**src/rtl/dofs_consts.svh**
```systemverilog
// constants for the drive output function selector
`ifndef DOFS_CONSTS_SVH
`define DOFS_CONSTS_SVH

// ****************************************
// geometry
// ****************************************
`define DOFS_CODE_W 6
`define DOFS_NUM_TERM 4
`define DOFS_NUM_CODES 64
`define DOFS_FREQ_W 16
`define DOFS_TERM_RELAY_ONE 0
`define DOFS_TERM_RELAY_TWO 1
`define DOFS_TERM_OC 2
`define DOFS_TERM_FAST 3

// ****************************************
// selection codes
// ****************************************
`define DOFS_SEL_NONE 6'h00
`define DOFS_SEL_RUN 6'h01
`define DOFS_SEL_FWD 6'h02
`define DOFS_SEL_REV 6'h03
`define DOFS_SEL_JOG 6'h04
`define DOFS_SEL_FAULT 6'h05
`define DOFS_SEL_FDT_ONE 6'h06
`define DOFS_SEL_FDT_TWO 6'h07
`define DOFS_SEL_REACHED 6'h08
`define DOFS_SEL_ZERO_SPD 6'h09
`define DOFS_SEL_UPPER 6'h0a
`define DOFS_SEL_LOWER 6'h0b
`define DOFS_SEL_READY 6'h0c
`define DOFS_SEL_PREEXC 6'h0d
`define DOFS_SEL_OVL 6'h0e
`define DOFS_SEL_UNL 6'h0f
`define DOFS_SEL_STAGE 6'h10
`define DOFS_SEL_CYCLE 6'h11
`define DOFS_SEL_VB_MODBUS 6'h17
`define DOFS_SEL_VB_FBUS 6'h18
`define DOFS_SEL_VB_ETH 6'h19
`define DOFS_SEL_DC_BUS 6'h1a
`define DOFS_SEL_INDEX 6'h1b
`define DOFS_SEL_SUPERPOS 6'h1c
`define DOFS_SEL_STO 6'h1d
`define DOFS_SEL_POS_DONE 6'h1e
`define DOFS_SEL_SP_ZERO 6'h1f
`define DOFS_SEL_SP_DIV 6'h20
`define DOFS_SEL_LIMITING 6'h21
`define DOFS_SEL_VB_INDETH 6'h22
`define DOFS_SEL_RSVD 6'h23
`define DOFS_SEL_MODE_SW 6'h24
`define DOFS_SEL_ANY_FREQ 6'h25

// ****************************************
// timing
// ****************************************
`define DOFS_CLK_HZ 25000000
`define DOFS_ZP_TIME_MS 10
`define DOFS_ZP_CYCLES ((`DOFS_ZP_TIME_MS * `DOFS_CLK_HZ) / 1000)
`define DOFS_ZP_CNT_W 18

`endif

```
**src/rtl/dofs_pkg.sv**
```systemverilog
// types shared by the drive output function selector
`include "dofs_consts.svh"
package dofs_pkg;

  // how the fast pulse pin is used
  typedef enum logic {
    DOFS_FP_PULSE = 1'b0,
    DOFS_FP_DIGITAL = 1'b1
  } dofs_fp_mode_e;

  // registered terminal levels of the top
  typedef struct packed {
    logic [`DOFS_NUM_TERM-1:0] term;
  } dofs_top_s;

  // index pulse stretcher state
  typedef struct packed {
    logic prev;
    logic [`DOFS_ZP_CNT_W-1:0] cnt;
  } dofs_zp_s;

endpackage

```
**src/rtl/dofs_zp_if.sv**
```systemverilog
// link between the selector and its index pulse stretcher
`timescale 1ns/1ps
interface dofs_zp_if;
  logic trig;
  logic hold;
  modport src (output trig, input hold);
  modport stretch (input trig, output hold);
endinterface

```
**src/rtl/dofs_top.sv**
```systemverilog
// drive output function selector: routes status conditions to terminals
`timescale 1ns/1ps
`include "dofs_consts.svh"
module dofs_top #(
  parameter int ZP_CYCLES = `DOFS_ZP_CYCLES
) (
  input wire logic clk,
  input wire logic reset,
  input wire logic [`DOFS_CODE_W-1:0] sel_relay_one,
  input wire logic [`DOFS_CODE_W-1:0] sel_relay_two,
  input wire logic [`DOFS_CODE_W-1:0] sel_oc,
  input wire logic [`DOFS_CODE_W-1:0] sel_fast,
  input wire dofs_pkg::dofs_fp_mode_e fast_mode,
  input wire logic pulse_train_in,
  input wire logic run_active,
  input wire logic dir_reverse,
  input wire logic jog_active,
  input wire logic out_freq_zero,
  input wire logic ref_freq_zero,
  input wire logic drive_fault,
  input wire logic freq_level_detect_one,
  input wire logic freq_level_detect_two,
  input wire logic freq_reached,
  input wire logic at_upper_limit,
  input wire logic at_lower_limit,
  input wire logic main_power_ok,
  input wire logic ctrl_power_ok,
  input wire logic protect_active,
  input wire logic ready_to_run,
  input wire logic pre_excite,
  input wire logic overload_prealarm,
  input wire logic underload_prealarm,
  input wire logic step_sequencer_stage_done,
  input wire logic step_sequencer_cycle_done,
  input wire logic [`DOFS_NUM_TERM-1:0] vbit_modbus,
  input wire logic [`DOFS_NUM_TERM-1:0] vbit_fieldbus,
  input wire logic [`DOFS_NUM_TERM-1:0] vbit_ether,
  input wire logic [`DOFS_NUM_TERM-1:0] vbit_ind_ether,
  input wire logic dc_bus_above_uv,
  input wire logic enc_index_pulse,
  input wire logic pulse_superpose,
  input wire logic safe_torque_off_fault,
  input wire logic position_done,
  input wire logic spindle_zero_done,
  input wire logic spindle_div_done,
  input wire logic freq_limiting,
  input wire logic mode_switch_done,
  input wire logic [`DOFS_FREQ_W-1:0] ramp_freq,
  input wire logic [`DOFS_FREQ_W-1:0] reach_detect,
  output logic relay_one_out,
  output logic relay_two_out,
  output logic oc_out,
  output logic fast_pulse_out_pin
);

  // ****************************************
  // declarations
  // ****************************************
  dofs_pkg::dofs_top_s st_q;
  dofs_pkg::dofs_top_s st_d;
  logic [`DOFS_NUM_CODES-1:0] cond_common;
  logic [`DOFS_NUM_TERM-1:0][`DOFS_CODE_W-1:0] sel_all;
  logic [`DOFS_NUM_TERM-1:0] term_level;
  // unpacked, so each generate branch owns a whole element of its own
  logic [`DOFS_NUM_CODES-1:0] cond_term [`DOFS_NUM_TERM];
  logic freq_out;
  dofs_zp_if zp_link ();

  // picks one condition by code; codes with no source read as zero
  function automatic logic dofs_pick(
    input logic [`DOFS_NUM_CODES-1:0] cond,
    input logic [`DOFS_CODE_W-1:0] code
  );
    dofs_pick = cond[code];
  endfunction

  // ****************************************
  // index pulse stretcher
  // ****************************************
  assign zp_link.trig = enc_index_pulse;

  dofs_zp_stretch #(
    .ZP_CYCLES(ZP_CYCLES)
  ) u_zp (
    .clk(clk),
    .reset(reset),
    .zp(zp_link)
  );

  // ****************************************
  // condition vector shared by all terminals
  // ****************************************
  // frequency output is taken as the inverse of the zero-frequency flag
  assign freq_out = ~out_freq_zero;

  // unassigned entries stay zero, which covers code 0 and reserved codes
  always_comb begin
    cond_common = '0;
    cond_common[`DOFS_SEL_RUN] = run_active & freq_out;
    cond_common[`DOFS_SEL_FWD] = run_active & freq_out & ~dir_reverse;
    cond_common[`DOFS_SEL_REV] = run_active & freq_out & dir_reverse;
    cond_common[`DOFS_SEL_JOG] = jog_active & freq_out;
    cond_common[`DOFS_SEL_FAULT] = drive_fault;
    cond_common[`DOFS_SEL_FDT_ONE] = freq_level_detect_one;
    cond_common[`DOFS_SEL_FDT_TWO] = freq_level_detect_two;
    cond_common[`DOFS_SEL_REACHED] = freq_reached;
    cond_common[`DOFS_SEL_ZERO_SPD] = out_freq_zero & ref_freq_zero;
    cond_common[`DOFS_SEL_UPPER] = at_upper_limit;
    cond_common[`DOFS_SEL_LOWER] = at_lower_limit;
    cond_common[`DOFS_SEL_READY] = main_power_ok & ctrl_power_ok
                                 & ~protect_active & ready_to_run;
    cond_common[`DOFS_SEL_PREEXC] = pre_excite;
    // the pre-alarm timing is done where the load is measured
    cond_common[`DOFS_SEL_OVL] = overload_prealarm;
    cond_common[`DOFS_SEL_UNL] = underload_prealarm;
    cond_common[`DOFS_SEL_STAGE] = step_sequencer_stage_done;
    cond_common[`DOFS_SEL_CYCLE] = step_sequencer_cycle_done;
    cond_common[`DOFS_SEL_DC_BUS] = dc_bus_above_uv;
    cond_common[`DOFS_SEL_INDEX] = zp_link.hold;
    cond_common[`DOFS_SEL_SUPERPOS] = pulse_superpose;
    cond_common[`DOFS_SEL_STO] = safe_torque_off_fault;
    cond_common[`DOFS_SEL_POS_DONE] = position_done;
    cond_common[`DOFS_SEL_SP_ZERO] = spindle_zero_done;
    cond_common[`DOFS_SEL_SP_DIV] = spindle_div_done;
    cond_common[`DOFS_SEL_LIMITING] = freq_limiting;
    cond_common[`DOFS_SEL_MODE_SW] = mode_switch_done;
    cond_common[`DOFS_SEL_ANY_FREQ] = (ramp_freq > reach_detect);
  end

  // ****************************************
  // per-terminal selection
  // ****************************************
  assign sel_all[`DOFS_TERM_RELAY_ONE] = sel_relay_one;
  assign sel_all[`DOFS_TERM_RELAY_TWO] = sel_relay_two;
  assign sel_all[`DOFS_TERM_OC] = sel_oc;
  assign sel_all[`DOFS_TERM_FAST] = sel_fast;

  // virtual bits are per terminal, so each terminal gets its own vector
  generate
    for (genvar t = 0; t < `DOFS_NUM_TERM; t++) begin : g_term
      always_comb begin
        cond_term[t] = cond_common;
        cond_term[t][`DOFS_SEL_VB_MODBUS] = vbit_modbus[t];
        cond_term[t][`DOFS_SEL_VB_FBUS] = vbit_fieldbus[t];
        cond_term[t][`DOFS_SEL_VB_ETH] = vbit_ether[t];
        cond_term[t][`DOFS_SEL_VB_INDETH] = vbit_ind_ether[t];
      end
      assign term_level[t] = dofs_pick(cond_term[t], sel_all[t]);
    end
  endgenerate

  // ****************************************
  // output registers
  // ****************************************
  // in pulse mode the fast pin carries the generator train, one cycle late
  always_comb begin
    st_d = st_q;
    st_d.term = term_level;
    if (fast_mode == dofs_pkg::DOFS_FP_PULSE) begin
      st_d.term[`DOFS_TERM_FAST] = pulse_train_in;
    end
  end

  // every output leaves from a flop, so field wiring sees no glitches
  always_ff @(posedge clk) begin
    if (reset) begin
      st_q <= '0;
    end else begin
      st_q <= st_d;
    end
  end

  assign relay_one_out = st_q.term[`DOFS_TERM_RELAY_ONE];
  assign relay_two_out = st_q.term[`DOFS_TERM_RELAY_TWO];
  assign oc_out = st_q.term[`DOFS_TERM_OC];
  assign fast_pulse_out_pin = st_q.term[`DOFS_TERM_FAST];
endmodule

```
**src/rtl/dofs_zp_stretch.sv**
```systemverilog
// stretches an encoder index pulse into a fixed-length level
`timescale 1ns/1ps
`include "dofs_consts.svh"
module dofs_zp_stretch #(
  parameter int ZP_CYCLES = `DOFS_ZP_CYCLES
) (
  input wire logic clk,
  input wire logic reset,
  dofs_zp_if.stretch zp
);

  dofs_pkg::dofs_zp_s st_q;
  dofs_pkg::dofs_zp_s st_d;
  logic edge_seen;

  // a new index edge restarts the window, so close pulses merge
  always_comb begin
    st_d = st_q;
    edge_seen = zp.trig & ~st_q.prev;
    st_d.prev = zp.trig;
    if (edge_seen) begin
      st_d.cnt = ZP_CYCLES[`DOFS_ZP_CNT_W-1:0];
    end else if (st_q.cnt != '0) begin
      st_d.cnt = st_q.cnt - `DOFS_ZP_CNT_W'(1);
    end
  end

  always_ff @(posedge clk) begin
    if (reset) begin
      st_q <= '0;
    end else begin
      st_q <= st_d;
    end
  end

  assign zp.hold = (st_q.cnt != '0);
endmodule

```
**config.mk**
```make
export PLATFORM = sky130hd
export DESIGN_NAME = dofs_top
export DESIGN_NICKNAME = d
export VERILOG_FILES = /design/src/rtl/dofs_pkg.sv /design/src/rtl/dofs_zp_if.sv /design/src/rtl/dofs_top.sv /design/src/rtl/dofs_zp_stretch.sv
export VERILOG_INCLUDE_DIRS = /design/src /design/src/rtl
export SDC_FILE = /design/constraint.sdc
export NUM_CORES = 1
export LEC_CHECK = 0
export ABC_AREA = 1
export BUFFER_PORTS_ARGS = -buffer_cell sky130_fd_sc_hd__buf_2
export CELL_PAD_IN_SITES_DETAIL_PLACEMENT = 1
export CELL_PAD_IN_SITES_GLOBAL_PLACEMENT = 2
export CORE_UTILIZATION = 24
export CTS_CLUSTER_DIAMETER = 60
export DETAILED_ROUTE_END_ITERATION = 7
export GPL_ROUTABILITY_DRIVEN = 0
export PLACE_DENSITY = 0.78
export RECOVER_POWER = 100
export SYNTH_ARGS = -nofsm -noshare
export SYNTH_HDL_FRONTEND = slang
export SYNTH_HIERARCHICAL = 1
export SYNTH_SLANG_ARGS = --single-unit
```
**constraint.sdc**
```tcl
create_clock -name clk -period 2.2 [get_ports clk]
set_clock_uncertainty 0.1 [all_clocks]
set_input_delay 0.11 -clock clk [delete_from_list [all_inputs] [get_ports clk]]
set_output_delay 0.11 -clock clk [all_outputs]
set_load 0.005 [all_outputs]
```
==> impl_metrics.tcl <==
set metrics [dict create \
    status "finished, final reports clean" \
    slowest_delay_ns 0.35 \
    antenna_found_initial 0 \
    clockBufferDepth 2 \
    p_per_area_nw_per_um2 498 \
    reg2regPathDepth 14 \
    clock.fmax_ghz 0.495 \
    routedWlPerCell_um 14.9 \
    min_to "st_q[3]" \
    overflow 0 \
    crit_arrival_ns 2.08 \
    synth_top_area_frac 0.156 \
    dr.pass1.iters 4 \
    synth_top_cell_by_area "nand2_1" \
    worstHoldStart "fast_mode" \
    leakage_nw 1.94 \
    synth_cell_types 36 \
    ant_nets 0 \
    clk_latency_ns 0.26 \
    end_kind "register" \
    grt_pass1_vias 3672 \
    nNetsFinal 737 \
    tightest_slew_ns 0.709 \
    async_reset_ff_frac 0 \
    diodes 0 \
    met1_usage 0.249 \
    ios 109 \
    yosysSeqAreaShare 0.156 \
    grt_max_degree 21 \
    numPortBuffers 108 \
    drc 0 \
    final.setup.tns_ns 0 \
    startpoint_type "register" \
    cp_max_fo 3 \
    setup-violations-final 0 \
    finalPower_mw 1.83 \
    htree_levels 1 \
    max-slew-margin-rel 0.526 \
    core_um2 12000 \
    drt-vias-per-instance 4.83 \
    period_needed_ns 2.02 \
    die-area_um2 12800 \
    synth-seq-cells 23 \
    busiest_layer "met2" \
    synth_area_leaders "nand2_1 (16%), dfxtp_1 (16%), nand3_1 (9.5%)" \
    required_ns 2.26 \
    vias 3667 \
    min_period_over_period 0.918 \
    min_path_type "input port to register" \
    reg2reg_to "st_q[3]" \
    syn_to_final_growth_pct 24.3 \
    ctsRootBufferMaster "clkbuf_16" \
    ys.flop_type "dfxtp_1" \
    crit_chain "nor2_2, nand2_2, nor3_1, nand4_1, inv_2, nand2_1, o211ai_1, nand3_1, nand2_1, nand2_1, nand2_1, nand3_1, a21boi_1, a21oi_1" \
    holdPathStages 3 \
    numCtsBuffers 3 \
    drv_slew 0 \
    syn_nets 634 \
    cp_common_cell "nand2_1" \
    cts_tree "yes" \
    cts.clk_slew.worst_paths_ns 0.07 \
    maxCapViolations 0 \
    synthCells 511 \
    fp.dieW_um 113 \
    drtIter0Drc 163 \
    hold_violations 0 \
    met3_usage 0.0134 \
    worst_path_max_delay_cell "dfxtp_1" \
    initial_core_util 0.246 \
    max-vdd-ir-drop_v 0.000249 \
    grt_util_all_layers 0.182 \
    grt_pass1_wl_mm 18.4 \
    drt_wl_total_mm 11.3 \
    drive_above_1_share 0.223 \
    reg2reg_slack_ns 0.18 \
    yosysWarnings 6 \
    rows 40 \
    dp_hpwl_mm 9.20 \
    avgSynthCellArea_um2 5.78 \
    synth_area_um2 2950 \
    critPathKind "register to register" \
    fp.dieH_um 113 \
    cts_sinks 23 \
    r2r-start "u_zp/st_q[10]" \
    synth_edf_count 0 \
    grtUsageMet2 0.308 \
]
-- how the worst max path moves through the flow --
stage	from	endpoint	slack, ns
final	u_zp/st_q[10]	st_q[3]	0.18
after global routing	u_zp/st_q[10]	st_q[3]	-0.02
after CTS	u_zp/st_q[5]	st_q[3]	0.05
after detailed placement	u_zp/st_q[5]	st_q[3]	0.06
after global placement	u_zp/st_q[6]	st_q[3]	0.15
after floorplan	u_zp/st_q[5]	st_q[3]	0.47
-- cell type report --
type | count | area [um2]
timing repair buffer | 111 | 561
sequential | 23 | 460
clock inverter | 1 | 5.00
fill | 1632 | 8340
tap | 147 | 184
inverter | 75 | 282
clock buffer | 3 | 75.1
multi-input combinational | 400 | 2110
-- cells in the final DEF (no fill, tap or decap), types with 2 or more instances in the layout --
cell type  Yosys  layout
a21oi_1       42      42
nand4_1        9       9
clkinv_1       2       2
xnor2_1        3       3
a221oi_1       4       4
dfxtp_1       23      23
o211ai_1       9       9
xor2_1         6       6
clkbuf_1       2       4
buf_2          4     104
or2_2          2       2
nor2_2         8       9
o21ai_0       33      33
o21ai_1        2       2
nor2_4         4       5
clkbuf_16      0       3
nand3_1       56      58
inv_1         70      69
nand3b_1       2       2
nand3_2        3       2
nand2_1      123     123
ha_1          18      18
o2111ai_1      4       4
nand2_2        2       2
nor2_1        59      57
nor3_1         2       2
inv_2          3       4
-- critical path, delay by kind of cell, from the launching register on --
kind | cells | cell delay, ns
flops | 1 | 0.35
buf+inv | 1 | 0.13
compound gates | 3 | 0.30
simple gates | 10 | 1.05
-- layer usage --
layer / routed length, um / part of all wire
met1: 5500 / 0.49
met2: 5130 / 0.45
met3: 507 / 0.045
met4: 152 / 0.013
met5: 0 / 0
-- flip-flops by register name, summed over array words and instances (netlist names) --
name	count
st_q	4
u_zp/st_q	19
-- power breakdown --
| group | leakage (nW) | internal [mW] | switching, mW |
|---|---|---|---|
| clock | 0.0409 | 0.245 | 0.170 |
| combinational | 1.71 | 0.341 | 0.555 |
| sequential | 0.190 | 0.468 | 0.0513 |
-- per-stage QoR --
| stage | utilization | area, um2 | hold slack (ns) | worst slack (ns) | cells |
|---|---|---|---|---|---|
| 6_report | 0.306 | 3670 | 0.0271 | 0.180 | 760 |
| 5_1_grt | 0.306 | 3670 | 0.0452 | -0.0213 | 760 |
| 4_1_cts | 0.306 | 3670 | 0.0314 | 0.0450 | 758 |
| 3_5_place_dp | 0.298 | 3580 | 0.251 | 0.0605 | 753 |
| 3_3_place_gp | 0.298 | 3580 | 0.228 | 0.147 | 753 |
| 2_1_floorplan | - | 2950 | 0.0724 | 0.468 | 511 |
-- cell usage after synthesis (all sizes together) (2+ instances only) --
cell       n
a21boi     2
a21oi     43
a221oi     4
buf       11
clkbuf     2
clkinv     2
dfxtp     23
ha        18
inv       73
nand2    125
nand3     61
nand3b     2
nand4      9
nor2      71
nor3       3
o2111ai    4
o211ai     9
o21ai     35
or2        2
xnor2      3
xor2       6
-- timing repair --
item,4_1_cts,5_1_grt
hold endpoints to repair,1,0
endpoints found under the setup margin,0,1
setup buffers,0,2
hold buffers,1,0
gates resized for setup,0,5
-- cell families after synthesis --
family                     synth area share
AOI/OAI and AO/OA                     0.193
xor gates and xnor gates             0.0267
adders and majority gates            0.0762
buffers and inverters                 0.129
DFF                                   0.156
and+or+nand+nor                       0.420
No activity file was read; power rests on OpenSTA's default activity.
